### src/design/bank_state_consts.svh
// Timing counts and encodings for the bank and clock-enable state logic
`ifndef BANK_STATE_CONSTS_SVH
`define BANK_STATE_CONSTS_SVH

`define NUM_BANKS 4
`define BANK_BITS 2
`define CLK_PERIOD_NS 10
// Times in ns; cycle counts rounded up
`define T_RCD_NS 20
`define T_RP_NS 20
`define T_RC_NS 70
`define T_MRD_CYC 2
`define BURST_LEN 4
`define CNT_W 4
`define T_RCD_CYC ((`T_RCD_NS + `CLK_PERIOD_NS - 1) / `CLK_PERIOD_NS)
`define T_RP_CYC ((`T_RP_NS + `CLK_PERIOD_NS - 1) / `CLK_PERIOD_NS)
`define T_RC_CYC ((`T_RC_NS + `CLK_PERIOD_NS - 1) / `CLK_PERIOD_NS)
// Address bit that selects auto precharge / precharge all
`define AP_BIT 10

`endif

### src/design/bank_state_pkg.sv
// Types shared by the bank and clock-enable state logic
package bank_state_pkg;

    typedef enum logic [3:0] {
        CMD_DESELECT,
        CMD_NOP,
        CMD_ACTIVE,
        CMD_READ,
        CMD_WRITE,
        CMD_PRECHARGE,
        CMD_REFRESH,
        CMD_MODE_SET,
        CMD_BURST_STOP
    } cmd_t;

    typedef enum logic [2:0] {
        BK_IDLE,
        BK_ACTIVATING,
        BK_ACTIVE,
        BK_READ,
        BK_WRITE,
        BK_READ_AP,
        BK_WRITE_AP,
        BK_PRECHARGING
    } bank_st_t;

    typedef enum logic [3:0] {
        PW_NORMAL,
        PW_REFRESHING,
        PW_MODE_SET,
        PW_PRECHARGE_PD,
        PW_ACTIVE_PD,
        PW_SELF_REFRESH,
        PW_SR_RECOVERY,
        PW_CLOCK_SUSPEND,
        PW_DEEP_PD
    } pwr_st_t;

    // Command pins as sampled at one edge
    typedef struct packed {
        logic cs_n;
        logic ras_n;
        logic cas_n;
        logic we_n;
        logic [1:0] bank;
        logic ap;
    } cmd_pins_t;

    // Per-bank request from the global decoder
    typedef struct packed {
        logic activate;
        logic read;
        logic write;
        logic auto_pre;
        logic precharge;
        logic stop;
        logic interrupt;
    } bank_req_t;

endpackage

### src/design/sdram_bank_cke_state.sv
// Command decode, clock-enable power states and bank array of an SDRAM
`timescale 1ns/1ns
`default_nettype none
`include "bank_state_consts.svh"

// Contract
// - Commands act only with clock enable high twice, tRC after self refresh.
// - Strobes decode to activate, read, write and precharge.
// - Deselect or no-op continues the running operation.
// - Burst stop acts only on the current burst's bank.
// - Cutting an auto-precharge burst starts that bank's precharge.
// - Idle after precharge time; active after activate delay.
// - Read or write state lasts until the burst ends or is cut.
// - Auto-precharge states last until the burst ends or is cut.
// - Clock enable sampled each edge; pair with previous sample.
// - Action from state before the edge and command at it.
// - Clock enable low twice holds low-power state, ignores commands.
// - Rising clock enable exits; power down, self refresh need no-op.
// - Falling clock enable, all idle, no-op: precharge power down.
// - Falling clock enable, open row, no-op: active power down.
// - Falling, all idle: refresh enters self refresh, stop deep power down.
// - Falling clock enable in a burst suspends until it rises.
// - Deep power down needs banks precharged; data is lost.
module sdram_bank_cke_state (
    input wire logic core_clk, // Device clock, 100 MHz
    input wire logic rst, // Synchronous reset, active high
    input wire logic cke, // Clock enable pin
    input wire bank_state_pkg::cmd_pins_t cmd, // Command strobes, bank, auto precharge
    output bank_state_pkg::pwr_st_t pwr_state_q, // Global power state
    output bank_state_pkg::bank_st_t bank_state_q [`NUM_BANKS], // Per-bank state
    output logic all_idle_q, // Every bank idle
    output logic data_lost_q, // Contents lost by deep power down
    output logic cmd_ignored_q // Last command fell on an illegal slot
);

    bank_state_pkg::cmd_t dec;
    bank_state_pkg::bank_req_t req [`NUM_BANKS];
    logic cke_prev_q;
    logic [`CNT_W-1:0] gcnt_q;
    logic [`BANK_BITS-1:0] last_burst_q;
    logic [`NUM_BANKS-1:0] busy;
    logic any_open;
    logic all_idle;
    logic any_burst;
    logic normal;
    logic nop;
    logic hold;

    // Strobe decode with chip select low; deselect wins
    always_comb begin
        if (cmd.cs_n) begin
            dec = bank_state_pkg::CMD_DESELECT;
        end else begin
            case ({cmd.ras_n, cmd.cas_n, cmd.we_n})
                3'h3: dec = bank_state_pkg::CMD_ACTIVE;
                3'h5: dec = bank_state_pkg::CMD_READ;
                3'h4: dec = bank_state_pkg::CMD_WRITE;
                3'h2: dec = bank_state_pkg::CMD_PRECHARGE;
                3'h1: dec = bank_state_pkg::CMD_REFRESH;
                3'h0: dec = bank_state_pkg::CMD_MODE_SET;
                3'h6: dec = bank_state_pkg::CMD_BURST_STOP;
                default: dec = bank_state_pkg::CMD_NOP;
            endcase
        end
    end

    assign nop = (dec == bank_state_pkg::CMD_DESELECT) || (dec == bank_state_pkg::CMD_NOP);

    // Clock enable history
    always_ff @(posedge core_clk) begin
        if (rst) begin
            cke_prev_q <= 1'b1;
        end else begin
            cke_prev_q <= cke;
        end
    end

    // Banks move only with both samples high
    assign normal = cke_prev_q && cke && (pwr_state_q == bank_state_pkg::PW_NORMAL);
    assign hold = !(cke_prev_q && cke);

    // Bank state summaries before this edge
    always_comb begin
        any_open = 1'b0;
        all_idle = 1'b1;
        for (int i = 0; i < `NUM_BANKS; i++) begin
            if (bank_state_q[i] != bank_state_pkg::BK_IDLE) begin
                all_idle = 1'b0;
            end
            if (bank_state_q[i] != bank_state_pkg::BK_IDLE
                && bank_state_q[i] != bank_state_pkg::BK_PRECHARGING) begin
                any_open = 1'b1;
            end
        end
    end

    assign any_burst = |busy;

    // Per-bank request steering
    always_comb begin
        for (int i = 0; i < `NUM_BANKS; i++) begin
            logic hit;
            logic col;
            hit = normal && (cmd.bank == `BANK_BITS'(i));
            col = normal && (dec == bank_state_pkg::CMD_READ || dec == bank_state_pkg::CMD_WRITE);
            req[i] = '0;
            req[i].activate = hit && dec == bank_state_pkg::CMD_ACTIVE;
            req[i].read = hit && dec == bank_state_pkg::CMD_READ;
            req[i].write = hit && dec == bank_state_pkg::CMD_WRITE;
            req[i].auto_pre = cmd.ap;
            // Precharge all reaches every bank
            req[i].precharge = normal && dec == bank_state_pkg::CMD_PRECHARGE
                               && (cmd.ap || cmd.bank == `BANK_BITS'(i));
            // Stop reaches only the bank whose burst was issued last
            req[i].stop = normal && dec == bank_state_pkg::CMD_BURST_STOP
                          && last_burst_q == `BANK_BITS'(i);
            // A column command elsewhere cuts this bank's burst
            req[i].interrupt = col && !hit && busy[i]
                               && last_burst_q == `BANK_BITS'(i);
        end
    end

    // Bank of the current burst
    always_ff @(posedge core_clk) begin
        if (rst) begin
            last_burst_q <= '0;
        end else if (normal && (dec == bank_state_pkg::CMD_READ
                                || dec == bank_state_pkg::CMD_WRITE)) begin
            last_burst_q <= cmd.bank;
        end
    end

    // One state machine per bank
    genvar g;
    generate
        for (g = 0; g < `NUM_BANKS; g++) begin : g_bank
            bank_fsm u_bank (
                .core_clk(core_clk),
                .rst(rst),
                .hold(hold),
                .req(req[g]),
                .state_q(bank_state_q[g]),
                .busy_q(busy[g])
            );
        end
    endgenerate

    // Global power state from the clock enable pair
    always_ff @(posedge core_clk) begin
        if (rst) begin
            pwr_state_q <= bank_state_pkg::PW_NORMAL;
            gcnt_q <= '0;
        end else begin
            if (gcnt_q != '0) begin
                gcnt_q <= gcnt_q - 1'b1;
            end
            case (pwr_state_q)
                bank_state_pkg::PW_NORMAL: begin
                    if (cke_prev_q && !cke) begin
                        if (any_burst) begin
                            pwr_state_q <= bank_state_pkg::PW_CLOCK_SUSPEND;
                        end else if (all_idle && nop) begin
                            pwr_state_q <= bank_state_pkg::PW_PRECHARGE_PD;
                        end else if (any_open && nop) begin
                            pwr_state_q <= bank_state_pkg::PW_ACTIVE_PD;
                        end else if (all_idle && dec == bank_state_pkg::CMD_REFRESH) begin
                            pwr_state_q <= bank_state_pkg::PW_SELF_REFRESH;
                        end else if (all_idle && dec == bank_state_pkg::CMD_BURST_STOP) begin
                            pwr_state_q <= bank_state_pkg::PW_DEEP_PD;
                        end
                    end else if (normal && all_idle) begin
                        // Global commands only with all banks idle
                        if (dec == bank_state_pkg::CMD_REFRESH) begin
                            pwr_state_q <= bank_state_pkg::PW_REFRESHING;
                            gcnt_q <= `CNT_W'(`T_RC_CYC - 1);
                        end else if (dec == bank_state_pkg::CMD_MODE_SET) begin
                            pwr_state_q <= bank_state_pkg::PW_MODE_SET;
                            gcnt_q <= `CNT_W'(`T_MRD_CYC - 1);
                        end
                    end
                end
                bank_state_pkg::PW_REFRESHING, bank_state_pkg::PW_MODE_SET,
                bank_state_pkg::PW_SR_RECOVERY: begin
                    // Self refresh recovery blocks commands for tRC
                    if (gcnt_q <= `CNT_W'(1)) begin
                        pwr_state_q <= bank_state_pkg::PW_NORMAL;
                    end
                end
                bank_state_pkg::PW_PRECHARGE_PD, bank_state_pkg::PW_ACTIVE_PD: begin
                    if (!cke_prev_q && cke && nop) begin
                        pwr_state_q <= bank_state_pkg::PW_NORMAL;
                    end
                end
                bank_state_pkg::PW_SELF_REFRESH: begin
                    if (!cke_prev_q && cke && nop) begin
                        pwr_state_q <= bank_state_pkg::PW_SR_RECOVERY;
                        gcnt_q <= `CNT_W'(`T_RC_CYC - 1);
                    end
                end
                bank_state_pkg::PW_CLOCK_SUSPEND, bank_state_pkg::PW_DEEP_PD: begin
                    // Exit on rising pair, any command
                    if (!cke_prev_q && cke) begin
                        pwr_state_q <= bank_state_pkg::PW_NORMAL;
                    end
                end
                default: begin
                    pwr_state_q <= bank_state_pkg::PW_NORMAL;
                end
            endcase
        end
    end

    // Sticky loss flag; host reinitialises
    always_ff @(posedge core_clk) begin
        if (rst) begin
            data_lost_q <= 1'b0;
        end else if (pwr_state_q == bank_state_pkg::PW_DEEP_PD) begin
            data_lost_q <= 1'b1;
        end
    end

    // Status flags for observation
    always_ff @(posedge core_clk) begin
        if (rst) begin
            all_idle_q <= 1'b1;
            cmd_ignored_q <= 1'b0;
        end else begin
            all_idle_q <= all_idle;
            // Command dropped while not accepting
            cmd_ignored_q <= !nop && !normal;
        end
    end

endmodule
`default_nettype wire

### src/design/bank_fsm.sv
// One SDRAM bank state machine with its own timing counter
`timescale 1ns/1ns
`default_nettype none
`include "bank_state_consts.svh"

module bank_fsm (
    input wire logic core_clk, // Device clock
    input wire logic rst, // Synchronous reset, active high
    input wire logic hold, // Clock enable pair freezes the bank
    input wire bank_state_pkg::bank_req_t req, // Decoded request for this bank
    output bank_state_pkg::bank_st_t state_q, // Current bank state
    output logic busy_q // Burst data transfer in progress
);

    logic [`CNT_W-1:0] cnt_q;
    logic [`CNT_W-1:0] burst_q;

    // State and delay counters; frozen while held
    always_ff @(posedge core_clk) begin
        if (rst) begin
            state_q <= bank_state_pkg::BK_IDLE;
            cnt_q <= '0;
            burst_q <= '0;
        end else if (!hold) begin
            if (cnt_q != '0) begin
                cnt_q <= cnt_q - 1'b1;
            end
            if (burst_q != '0) begin
                burst_q <= burst_q - 1'b1;
            end
            case (state_q)
                bank_state_pkg::BK_IDLE: begin
                    if (req.activate) begin
                        state_q <= bank_state_pkg::BK_ACTIVATING;
                        cnt_q <= `CNT_W'(`T_RCD_CYC - 1);
                    end
                end
                bank_state_pkg::BK_ACTIVATING: begin
                    // Active once tRCD ran out
                    if (cnt_q <= `CNT_W'(1)) begin
                        state_q <= bank_state_pkg::BK_ACTIVE;
                    end
                end
                bank_state_pkg::BK_ACTIVE, bank_state_pkg::BK_READ,
                bank_state_pkg::BK_WRITE: begin
                    if (req.precharge) begin
                        state_q <= bank_state_pkg::BK_PRECHARGING;
                        cnt_q <= `CNT_W'(`T_RP_CYC - 1);
                        burst_q <= '0;
                    end else if (req.read || req.write) begin
                        if (req.auto_pre) begin
                            state_q <= req.read ? bank_state_pkg::BK_READ_AP
                                                : bank_state_pkg::BK_WRITE_AP;
                        end else begin
                            state_q <= req.read ? bank_state_pkg::BK_READ
                                                : bank_state_pkg::BK_WRITE;
                        end
                        burst_q <= `CNT_W'(`BURST_LEN - 1);
                    end else if (req.stop || req.interrupt) begin
                        state_q <= bank_state_pkg::BK_ACTIVE;
                        burst_q <= '0;
                    end else if (state_q != bank_state_pkg::BK_ACTIVE
                                 && burst_q <= `CNT_W'(1)) begin
                        state_q <= bank_state_pkg::BK_ACTIVE;
                    end
                end
                bank_state_pkg::BK_READ_AP, bank_state_pkg::BK_WRITE_AP: begin
                    // Interrupted or finished burst starts its precharge
                    if (req.interrupt || burst_q <= `CNT_W'(1)) begin
                        state_q <= bank_state_pkg::BK_PRECHARGING;
                        cnt_q <= `CNT_W'(`T_RP_CYC - 1);
                        burst_q <= '0;
                    end
                end
                bank_state_pkg::BK_PRECHARGING: begin
                    if (cnt_q <= `CNT_W'(1)) begin
                        state_q <= bank_state_pkg::BK_IDLE;
                    end
                end
                default: begin
                    state_q <= bank_state_pkg::BK_IDLE;
                end
            endcase
        end
    end

    // Burst in flight, for clock suspend
    always_ff @(posedge core_clk) begin
        if (rst) begin
            busy_q <= 1'b0;
        end else if (!hold) begin
            busy_q <= (state_q == bank_state_pkg::BK_IDLE) ? 1'b0
                    : ((req.read || req.write)
                       || (busy_q && burst_q > `CNT_W'(1)
                           && !req.stop && !req.interrupt && !req.precharge));
        end
    end

endmodule
`default_nettype wire

### config.mk
export PLATFORM = sky130hd
export DESIGN_NAME = sdram_bank_cke_state
export DESIGN_NICKNAME = d
export VERILOG_FILES = /design/src/design/bank_state_pkg.sv /design/src/design/sdram_bank_cke_state.sv /design/src/design/bank_fsm.sv
export VERILOG_INCLUDE_DIRS = /design/src /design/src/design
export SDC_FILE = /design/constraint.sdc
export NUM_CORES = 1
export LEC_CHECK = 0
export BUFFER_PORTS_ARGS = -buffer_cell sky130_fd_sc_hd__buf_4
export CORE_MARGIN = 2
export CORE_UTILIZATION = 30
export DETAILED_ROUTE_END_ITERATION = 7
export SLEW_MARGIN = 10
export SYNTH_ARGS = -nofsm -noshare
export SYNTH_HDL_FRONTEND = slang
export SYNTH_SLANG_ARGS = --single-unit
export TNS_END_PERCENT = 10
### constraint.sdc
create_clock -name core_clk -period 2.4 [get_ports core_clk]
set_input_delay 0.36 -clock core_clk [delete_from_list [all_inputs] [get_ports core_clk]]
set_output_delay 0.36 -clock core_clk [all_outputs]
set_load 0.05 [all_outputs]
### Word-level counts from Yosys, hierarchy flattened

Index checks and enable logic that the tools add are counted.

* $add $sub $neg: 9
* multipliers: 0
* div/mod/pow operators: 0
* $lt $le $gt $ge: 13
* equal/unequal tests: 91
* shifts and indexed selects: 0
* multiplexer cells: 127
* bitwise logic cells: 0
* reductions and logical operators: 155

Operator list (number)
* 4-bit 2-to-1 mux: 56
* 3-bit 2-to-1 mux: 40
* 1-bit logical AND: 74
* 3-bit case mux with 5 select lines: 4
* 3-bit == test, second input constant: 19
* 4-bit case mux with 3 select lines: 4
* 4-bit case mux with 2 select lines: 5
* 4-bit by 1-bit <= comparator with 1-bit output, second input constant: 9
* 4-bit nonzero test: 9
* 4-bit by 1-bit subtractor with 4-bit output, second input constant: 9
* 4-bit by 3-bit == test with 1-bit output, second input constant: 8
* 2-bit by 1-bit != test with 1-bit output, second input constant: 16
* 3-bit by 2-bit == test with 1-bit output, second input constant: 10
* 4-bit case mux with 7 select lines: 1
* 6-bit AND reduction: 4
* 1-bit logical OR: 22
* 1-bit logical NOT: 20
* 5-bit by 1-bit != test with 1-bit output, second input constant: 4
* 4-bit case mux with 5 select lines: 1
* 4-bit by 2-bit == test with 1-bit output, second input constant: 4
* 4-bit by 1-bit > comparator with 1-bit output, second input constant: 4
* 3-bit by 1-bit == test with 1-bit output, second input constant: 5
* 3-bit logical NOT: 5
* 3-bit OR reduction: 5
* other kinds (18): 57

* register bits after elaboration: 62
* latch bits: 0
* RAM bits: 0
* memory bits (read-only): 0
* bits of input ports: 10
* output and inout port bits: 19
* logic and storage cells: 418
* memories kept: 0

### Depth between registers and ports, before layout

Gate-level depths: netlist of run 1.

* depth in word-level cells: 14
* gate-level depth with buffers: 10
* depth with buffers taken out: 9

### Hierarchy

From an unflattened synthesis of run 1, not the netlist that was laid out.

* cell total of the unflattened synthesis: 752
* area total of the unflattened synthesis: 5815.6 um2

By module, submodules not included
* bank_fsm (g_bank[0].u_bank ...): instances 3, cells each 143, area each 1136.1 um2, seq. area each 240.2 um2
* sdram_bank_cke_state: instances 1, cells each 174, area each 1272.5 um2, seq. area each 280.3 um2
* bank_fsm (g_bank[3].u_bank): instances 1, cells each 149, area each 1134.8 um2, seq. area each 240.2 um2

### Least setup slack after synthesis of run 1

No wires, ideal clock.

* path kind: register to register
* from: register pwr_state_q[0]
* to: register g_bank[2].u_bank.state_q[1]
* data arrival time: 2.695 ns
* slack: -0.398 ns
* cell stages (with the launch flop): 10
* buffers on the path: 2
* period minus slack after synthesis: 2.798 ns
* cell sequence: dfxtp_1 > buf_4 > or4_1 > buf_6 > nor4_4 > o21ai_2 > a41o_1 > nor3b_4 > mux2i_1 > a2111oi_2

* word-level cells in the longest chain between the ends: 12

RTL lines
* start: declaration: RTL line sdram_bank_cke_state.sv:29 `output bank_state_pkg::pwr_st_t pwr_state_q,`
* start signal: assignment: RTL line sdram_bank_cke_state.sv:151 `pwr_state_q <= bank_state_pkg::PW_NORMAL;`
* start signal: assignment: RTL line sdram_bank_cke_state.sv:161 `pwr_state_q <= bank_state_pkg::PW_CLOCK_SUSPEND;`
* start signal: assignment: RTL line sdram_bank_cke_state.sv:163 `pwr_state_q <= bank_state_pkg::PW_PRECHARGE_PD;`
* 4-bit logical NOT (*): RTL line sdram_bank_cke_state.sv:79 `assign normal = cke_prev_q && cke && (pwr_state_q == bank_state_pkg::PW_NORMAL);`
* 1-bit logical AND (*): RTL line sdram_bank_cke_state.sv:79
* 1-bit logical AND: RTL line sdram_bank_cke_state.sv:104 `` hit = normal && (cmd.bank == `BANK_BITS'(i)); ``
* 1-bit logical NOT: RTL line sdram_bank_cke_state.sv:118 `req[i].interrupt = col && !hit && busy[i]`
* 1-bit logical AND (3 in a row): RTL line sdram_bank_cke_state.sv:118
* 1-bit logical OR: RTL line bank_fsm.sv:59 `end else if (req.stop || req.interrupt) begin`
* 3-bit 2-to-1 mux: RTL line bank_fsm.sv:59
* 3-bit 2-to-1 mux: RTL line bank_fsm.sv:50 `end else if (req.read || req.write) begin`
* 3-bit 2-to-1 mux: RTL line bank_fsm.sv:46 `if (req.precharge) begin`
* 3-bit case mux with 5 select lines: RTL line bank_fsm.sv:31 `case (state_q)`
* end signal: assignment: RTL line bank_fsm.sv:47 `state_q <= bank_state_pkg::BK_PRECHARGING;`
* end signal: assignment: RTL line bank_fsm.sv:52 `state_q <= req.read ? bank_state_pkg::BK_READ_AP`
* end signal: assignment: RTL line bank_fsm.sv:60 `state_q <= bank_state_pkg::BK_ACTIVE;`
* end: declaration: RTL line bank_fsm.sv:11 `output bank_state_pkg::bank_st_t state_q,`

Mark *: on every way between the ends. The rest lies on a longest branch, timed or not.
A chain may end at the register's enable or synchronous reset.

### Final worst setup path of run 1

* from: register pwr_state_q[0]
* to: register g_bank[3].u_bank.state_q[1]

* word-level cells in the longest chain between the ends: 12

RTL lines (RTL line)
* 4-bit logical NOT (*): sdram_bank_cke_state.sv:79
* 1-bit logical AND (*): sdram_bank_cke_state.sv:79
* 1-bit logical AND: sdram_bank_cke_state.sv:104
* 1-bit logical NOT: sdram_bank_cke_state.sv:118
* 1-bit logical AND (3 in a row): sdram_bank_cke_state.sv:118
* 1-bit logical OR: bank_fsm.sv:59
* 3-bit 2-to-1 mux: bank_fsm.sv:59
* 3-bit 2-to-1 mux: bank_fsm.sv:50
* 3-bit 2-to-1 mux: bank_fsm.sv:46
* 3-bit case mux with 5 select lines: bank_fsm.sv:31
* end signal: assignment: bank_fsm.sv:47
* end signal: assignment: bank_fsm.sv:52
* end signal: assignment: bank_fsm.sv:60
* end: declaration: bank_fsm.sv:11

Marks and branches as above.

==> metrics.md, run 1 <==
| Metric | Value |
|---|---|
| Drt drc | `0` |
| # diodes | `0` |
| Hold EP | `last_burst_q[1]$_SDFFE_PP0N_` |
| Ports | `29` |
| R2r endpoint | `g_bank[3].u_bank.state_q[1]$_SDFFE_PP0P_` |
| # rows | `47` |
| Vias/cell | `about 5.3` |
| Area growth syn-to-layout | `31.30%` |
| Setup Skew | `roughly 8.3 ps` |
| YS warnings | `0` |
| Core Region | `between 0.015 and 0.02 sq mm` |
| Pin count of the biggest net entering global routing | `50` |
| CTS Root Cell | `clkbuf_16` |
| Min Tclk post-route | `about 2400 ps` |
| Dpl cells | `about 980` |
| CP Max Fanout | `6` |
| VDD IR max | `0.0003780 V` |
| F_max | `about 0.41 GHz` |
| Worst setup EP type | `flop` |
| R2r startpoint | `pwr_state_q[0]$_SDFFE_PP0P_` |
| Hold wc startpoint | `cmd[2]` |
| CTS H-tree depth | `3` |
| Setup_tns | `-158.0 ps` |
| Number of nets still failing antenna checks after routing | `0` |
| Count leader, synth | `nor2_1` |
| Crit share post-route | `101.9%` |
| Synth Flop Type | `dfxtp_1` |
| Total CTS buffers | `9` |
| IO Port Bufs | `28` |
| Fin. Hold Viols | `0` |
| Max_cap viols | `0` |
| Asr flop ratio synth | `0%` |
| Post-Syn Instances | `674` |
| Gr usage total | `between 15 and 20%` |
| Crit path setup slack, layout | `-45.39 ps` |
| Critical path type | `reg -> reg` |
| Leak Pwr | `2.510 nW` |
| Max-slew headroom | `a little over three fifths` |
| Worst Hold Class | `in -> reg` |
| Post-route cell area | `0.006581 sq mm` |
| Initial antenna violation count | `0` |
| Final Slew Violations | `0` |
| R2R setup slack | `-50 ps` |
| Pwr dens | `slightly above 700 mW/mm^2` |
| Post-Syn Nets | `711` |
| Vias post-DR | `approximately 5300` |
| Yosys cell types | `between 80 and 90` |
| RSZ-0062 raised after global routing | `true` |
| CTS sink cnt | `62` |
| Post-synth EDFFs | `0` |
| Die Y-Extent | `around 130 microns` |
| Finished Core Util | `between 30% and 40%` |
| Vias in the first global route | `approximately 4900` |
| Total grt overflow | `0` |
| Final setup viols | `8` |
| Final nets | `between 800 and 900` |
| Clock transition at the registers of the reported paths | `60 ps` |
| Final cell count without fillers | `between 900 and 1000` |
| Yosys top cell by area | `dfxtp_1` |
| Worst endpoint required time | `between 2000 and 3000 ps` |
| DRT iter0 DRCs | `414` |
| Slew @ Worst Pin | `roughly 560 ps` |
| Top cells by area, synth | `dfxtp_1 25%, ha_1 6.7%, a21oi_1 6.7%` |
| Outcome | `complete, but fails checks` |
| Seq/Total Area, Yosys | `24.76%` |
| Mapped cell area | `0.005012 sq mm` |
| Failing checks | `setup timing` |
| Wire per inst | `around 15 microns` |
| FF+latch count, synth | `62` |
| Worst skew pair latency | `roughly 340 ps` |
| Initial Utilization | `just over 30%` |
| DP Wirelength | `approximately 11000 microns` |
| Hold_ws | `352.7 ps` |
| First-pass GRT wire length | `approximately 24000 microns` |
| Avg Inst Size Synth | `7.437 sq um` |
| Top cell type's share of synthesized area | `between 20% and 30%` |
| Share of cells above drive strength 1 | `25.58%` |
| Placed cell areas | `between 0.006 and 0.007 sq mm` |
| Die area | `~0.018 sq mm` |
| CP arrival | `2680 ps` |
| Detailed Routing Iterations Pass 1 | `5` |
| TritonCTS clock tree | `built` |
| Post-synth top cells | `76 x nor2_1, 67 x a21oi_1, 62 x dfxtp_1` |
| Reg2reg path depth | `9` |
| Startpoint Class | `flop` |
| Hold path depth | `3` |
| Final GP Congestion | `0.9030` |
| WL final | `approximately 15000 microns` |
| Die W | `between 100 and 150 microns` |
| CTS Buffer Depth | `2` |
[per-stage QoR]
stage	power [mW]	setup WS, ps
3_3_place_gp	3.279	-150.0
4_1_cts	4.709	-81.74
5_1_grt	5.098	-163.9
2_1_floorplan	2.768	-248.2
6_report	4.745	-45.39
3_5_place_dp	3.294	-139.4
[critical path: stages, from the launching register on]
cell,delay (ps)
dfxtp_4,340
or4_4,640
nor3_4,300
buf_4,170
buf_4,110
nand3_2,90
nand3_2,120
o211ai_4,110
mux2i_1,140
a2111oi_1,310
[worst max path at each step]
stage	endpoint	slack (ps)	from
floorplan	g_bank[2].u_bank.state_q[2]$_SDFFE_PP0P_	-250	pwr_state_q[0]$_SDFFE_PP0P_
global placement	g_bank[3].u_bank.cnt_q[1]$_SDFFE_PP0P_	-150	cmd[5]
detailed placement	g_bank[3].u_bank.state_q[1]$_SDFFE_PP0P_	-140	cmd[5]
CTS	g_bank[0].u_bank.state_q[1]$_SDFFE_PP0P_	-80	pwr_state_q[3]$_SDFFE_PP0P_
global route	g_bank[3].u_bank.state_q[1]$_SDFFE_PP0P_	-160	pwr_state_q[0]$_SDFFE_PP0P_
finish	g_bank[3].u_bank.state_q[1]$_SDFFE_PP0P_	-50	pwr_state_q[0]$_SDFFE_PP0P_
[final cells by class]
type | instances | area (sq um)
flip-flops and latches | 62 | 1254
clock inverters | 3 | 42.54
multi-input cells | 544 | 3691
repair buffers | 127 | 964.7
inverters | 25 | 93.84
clock buffers | 13 | 260.3
fillers | 1709 | 9884
well taps | 220 | 275.3
[sequential cells by signal, indices dropped and copies added, names as in the netlist]
signal                 flops
cmd_ignored_q              1
last_burst_q               2
g_bank.u_bank.cnt_q       16
gcnt_q                     4
g_bank.u_bank.busy_q       4
cke_prev_q                 1
all_idle_q                 1
pwr_state_q                4
g_bank.u_bank.state_q     12
data_lost_q                1
g_bank.u_bank.burst_q     16
[power breakdown]
group          total (mW)  leakage [nW]  switching [mW]  internal, mW
Combinational        1.99          1.86            1.13         0.859
Sequential           1.40         0.508           0.179          1.22
Clock                1.36         0.146           0.502         0.860
[per-layer routing]
metal | track usage (%) | up-vias | wire length [microns]
met5 | 0 | - | 0
met4 | 6.678 | 0 | 335
met3 | 2.359 | 24 | 598
met2 | 27.35 | 104 | 6837
met1 | 21.88 | 2490 | 6860
li1 | - | 2686 | -
[logic make-up after synthesis]
logic type,Yosys count,share of synthesized area (%)
AND/OR/NAND/NOR,281,30.53
AO/OA/AOI/OAI,219,29.13
buffers and inverters,68,5.666
flip-flops,62,24.76
adder cells (fa/ha/maj),27,6.740
XOR/XNOR,9,1.573
multiplexers,8,1.598
[cell usage in the layout, fill, tap and decap left out, types with 6 or more instances in the layout]
| cell type | instances |
|---|---|
| a211oi_1 | 16 |
| a21o_1 | 6 |
| a21oi_1 | 65 |
| a31oi_1 | 8 |
| and3_1 | 9 |
| buf_4 | 124 |
| clkbuf_16 | 9 |
| dfxtp_1 | 58 |
| ha_1 | 27 |
| inv_1 | 25 |
| mux2i_1 | 8 |
| nand2_1 | 51 |
| nand2b_1 | 19 |
| nand3_1 | 12 |
| nand4_1 | 6 |
| nand4b_1 | 6 |
| nor2_1 | 74 |
| nor2b_1 | 12 |
| nor3_1 | 25 |
| nor4_1 | 6 |
| nor4_4 | 6 |
| o211ai_1 | 13 |
| o21a_1 | 10 |
| o21ai_0 | 30 |
| o21ai_1 | 8 |
| o31ai_1 | 6 |
| xor2_1 | 6 |
[what timing repair did]
action,in CTS,in global routing
pin swaps,14,8
hold buffers,0,0
gates resized for setup,16,28
endpoints found under the setup margin,19,35
hold endpoints to repair,0,0
cloned,0,0
buffers inserted,1,1
No activity file was read; power rests on OpenSTA's default activity.
==> inputs of run 2 (changes only) <==
--- a/config.mk
+++ b/config.mk
@@ -8,8 +8,9 @@
 export LEC_CHECK = 0
 export BUFFER_PORTS_ARGS = -buffer_cell sky130_fd_sc_hd__buf_4
 export CORE_MARGIN = 2
-export CORE_UTILIZATION = 30
+export CORE_UTILIZATION = 45
 export DETAILED_ROUTE_END_ITERATION = 7
+export REMOVE_ABC_BUFFERS = 1
 export SLEW_MARGIN = 10
 export SYNTH_ARGS = -nofsm -noshare
 export SYNTH_HDL_FRONTEND = slang
==> run 2 against run 1 <==
  * The flow still finishes with violations (setup timing)
  * Clock power shrank 26%
  * Highest routed layer unchanged
  * Clock-buffer cell count is 1 lower
  * Setup slack got worse by 73 ps
  * Sequential cell count stayed put
  * Largest cell class unchanged
  * Core utilization rose by 20 points
==> metrics.md, run 2 (synthesis gave the netlist of run 1 again) <==
| Metric | Value |
|---|---|
| Die area | `~0.012 sq mm` |
| Most frequent cells in the layout | `127 x buf_4, 73 x nor2_1, 60 x a21oi_1, 58 x dfxtp_1, 54 x nand2_1` |
| Setup Skew | `9.256 ps` |
| CP max stage cell | `or4_4` |
| Most common cell after layout, fill and taps aside | `buf_4` |
| Slew @ Worst Pin | `between 600 and 700 ps` |
| Post-route cell area | `roughly 0.0065 sq mm` |
| Hold-fix buffers, CTS | `0` |
| CP Max Fanout | `7` |
| Share of cells above drive strength 1 | `a little over a quarter` |
| DP Wirelength | `~11000 microns` |
| Crit share post-route | `104.9%` |
| Die W | `between 100 and 150 microns` |
| Vias/cell | `around 5.9` |
| Clock transition at the registers of the reported paths | `70 ps` |
| Highest metal layer with signal wires | `met4` |
| Core Region | `about 0.011 sq mm` |
| Outcome | `complete, but fails checks` |
| Drt drc | `0` |
| # diodes | `0` |
| WL met1 | `a little under 7000 microns` |
| CP startpoint | `pwr_state_q[1]$_SDFFE_PP0P_` |
| Final GP Congestion | `~1` |
| Worst setup EP type | `flop` |
| R2R setup slack | `-120 ps` |
| Met2 WL | `~7000 microns` |
| Min Tclk post-route | `roughly 2500 ps` |
| RSZ-0062 raised after global routing | `true` |
| Pwr dens | `~680 mW/mm^2` |
| Number of nets still failing antenna checks after routing | `0` |
| Worst Hold Class | `in -> reg` |
| CTS sink cnt | `62` |
| Worst endpoint required time | `2660 ps` |
| Initial antenna violation count | `0` |
| Crit path setup slack, layout | `-118.7 ps` |
| Critical path type | `reg -> reg` |
| Initial Utilization | `46.24%` |
| Failing checks | `setup timing` |
| Vias in the first global route | `between 5000 and 6000` |
| Gr usage total | `approximately 25%` |
| R2r startpoint | `pwr_state_q[1]$_SDFFE_PP0P_` |
| Ports | `29` |
| CTS Root Cell | `clkbuf_8` |
| CTS H-tree depth | `3` |
| Final Slew Violations | `0` |
| Worst skew pair latency | `between 300 and 400 ps` |
| CP peak stage delay | `540 ps` |
| # rows | `38` |
| CTS Buffer Depth | `2` |
| Final setup viols | `10` |
| Reg2reg path depth | `9` |
| WL final | `between 15000 and 20000 microns` |
| Total grt overflow | `0` |
| Pin count of the biggest net entering global routing | `37` |
| Routed wl met3 | `about 740 microns` |
| Worst path cell trace | `or4_4 -> buf_8 -> nor4_4 -> buf_4 -> o21ai_2 -> a41o_1 -> nor3b_4 -> a21oi_2 -> a2111oi_2` |
| Wire per inst | `between 15 and 20 microns` |
| Regs by FF count | `g_bank.u_bank.burst_q x16, g_bank.u_bank.cnt_q x16, g_bank.u_bank.state_q x12` |
| Vias post-DR | `5473` |
| Max_cap viols | `0` |
| Startpoint Class | `flop` |
| Pre-CTS WS | `-249.8 ps` |
| IO Port Bufs | `28` |
| Placed cell areas | `a little under 0.006 sq mm` |
| F_max | `0.3970 GHz` |
| Area growth syn-to-layout | `29.16%` |
| Fin. Hold Viols | `0` |
| First-pass GRT wire length | `between 20000 and 25000 microns` |
| Leak Pwr | `approximately 2.5 nW` |
| Detailed Routing Iterations Pass 1 | `5` |
| Total CTS buffers | `9` |
| TritonCTS clock tree | `built` |
| Die Y-Extent | `109.5 microns` |
| CP Capture Point | `g_bank[2].u_bank.state_q[2]$_SDFFE_PP0P_` |
| VDD IR max | `0.0005386 V` |
| CP arrival | `roughly 2800 ps` |
| Max-slew headroom | `between 50% and 60%` |
| R2r endpoint | `g_bank[2].u_bank.state_q[2]$_SDFFE_PP0P_` |
| DRT iter0 DRCs | `a little over 400` |
| Final nets | `between 800 and 900` |
run 2: changes by cell type in the layout (fill, tap and decap cells not counted), sizes merged:
cell / before / now
buf: 127 / 134
clkbuf: 13 / 12
run 2: layer usage:
metal / track usage, % / vias to the layer above
met5: 0 / -
met4: 9.584 / 0
met2: 42.77 / 163
li1: - / 2687
met1: 32.13 / 2586
met3: 4.149 / 37
run 2: where the power goes:
part           switching, mW  leakage, nW  internal [mW]  total (mW)
clock                  0.455        0.104          0.558        1.01
combinational           1.14         1.89          0.882        2.02
sequential             0.178        0.507           1.22        1.39
run 2: how the worst min path moves through the flow:
stage	startpoint	endpoint	slack [ps]	cells after the start
after global placement	data_lost_q$_SDFFE_PP0N_	data_lost_q$_SDFFE_PP0N_	460	2
after detailed placement	data_lost_q$_SDFFE_PP0N_	data_lost_q$_SDFFE_PP0N_	470	2
after global routing	cmd[1]	last_burst_q[0]$_SDFFE_PP0N_	350	3
final	cmd[1]	last_burst_q[0]$_SDFFE_PP0N_	320	3
after CTS	cmd[1]	last_burst_q[0]$_SDFFE_PP0N_	300	3
after floorplan	rst	g_bank[2].u_bank.state_q[1]$_SDFFE_PP0P_	430	1
run 2: through the flow:
step / std cells / hold slack [ps] / power, mW / util (%) / setup TNS, ps
global placement: 896 / 456.5 / 3.236 / 54.78 / -2020
detailed placement: 896 / 474.5 / 3.302 / 54.78 / -2227
CTS: 915 / 301.2 / 4.367 / 57.66 / -240.2
finish: 920 / 315.4 / 4.426 / 59.72 / -402.3
floorplan: 631 / 428.9 / 2.669 / - / -9308
global route: 920 / 347.4 / 4.774 / 59.72 / -2447
run 2: what timing repair did:
item	in CTS	in global routing
setup buffers	4	5
pin swaps	11	23
resized for setup	19	43
setup endpoints to repair	22	38
hold endpoints to repair	0	0
run 2: critical path: cells and delay by family, from the launching register on:
family / cells / cell delay, ps
compound gates: 4 / 730
buf+inv: 2 / 360
flops: 1 / 320
simple gates: 3 / 1020
run 2: layout make-up:
type,instances,area (sq um)
fillers,983,4367
repair buffers,134,1036
clock inverters,3,42.54
clock buffers,12,165.2
well taps,140,175.2
flip-flops and latches,62,1246
multi-input cells,544,3715
inverters,25,93.84
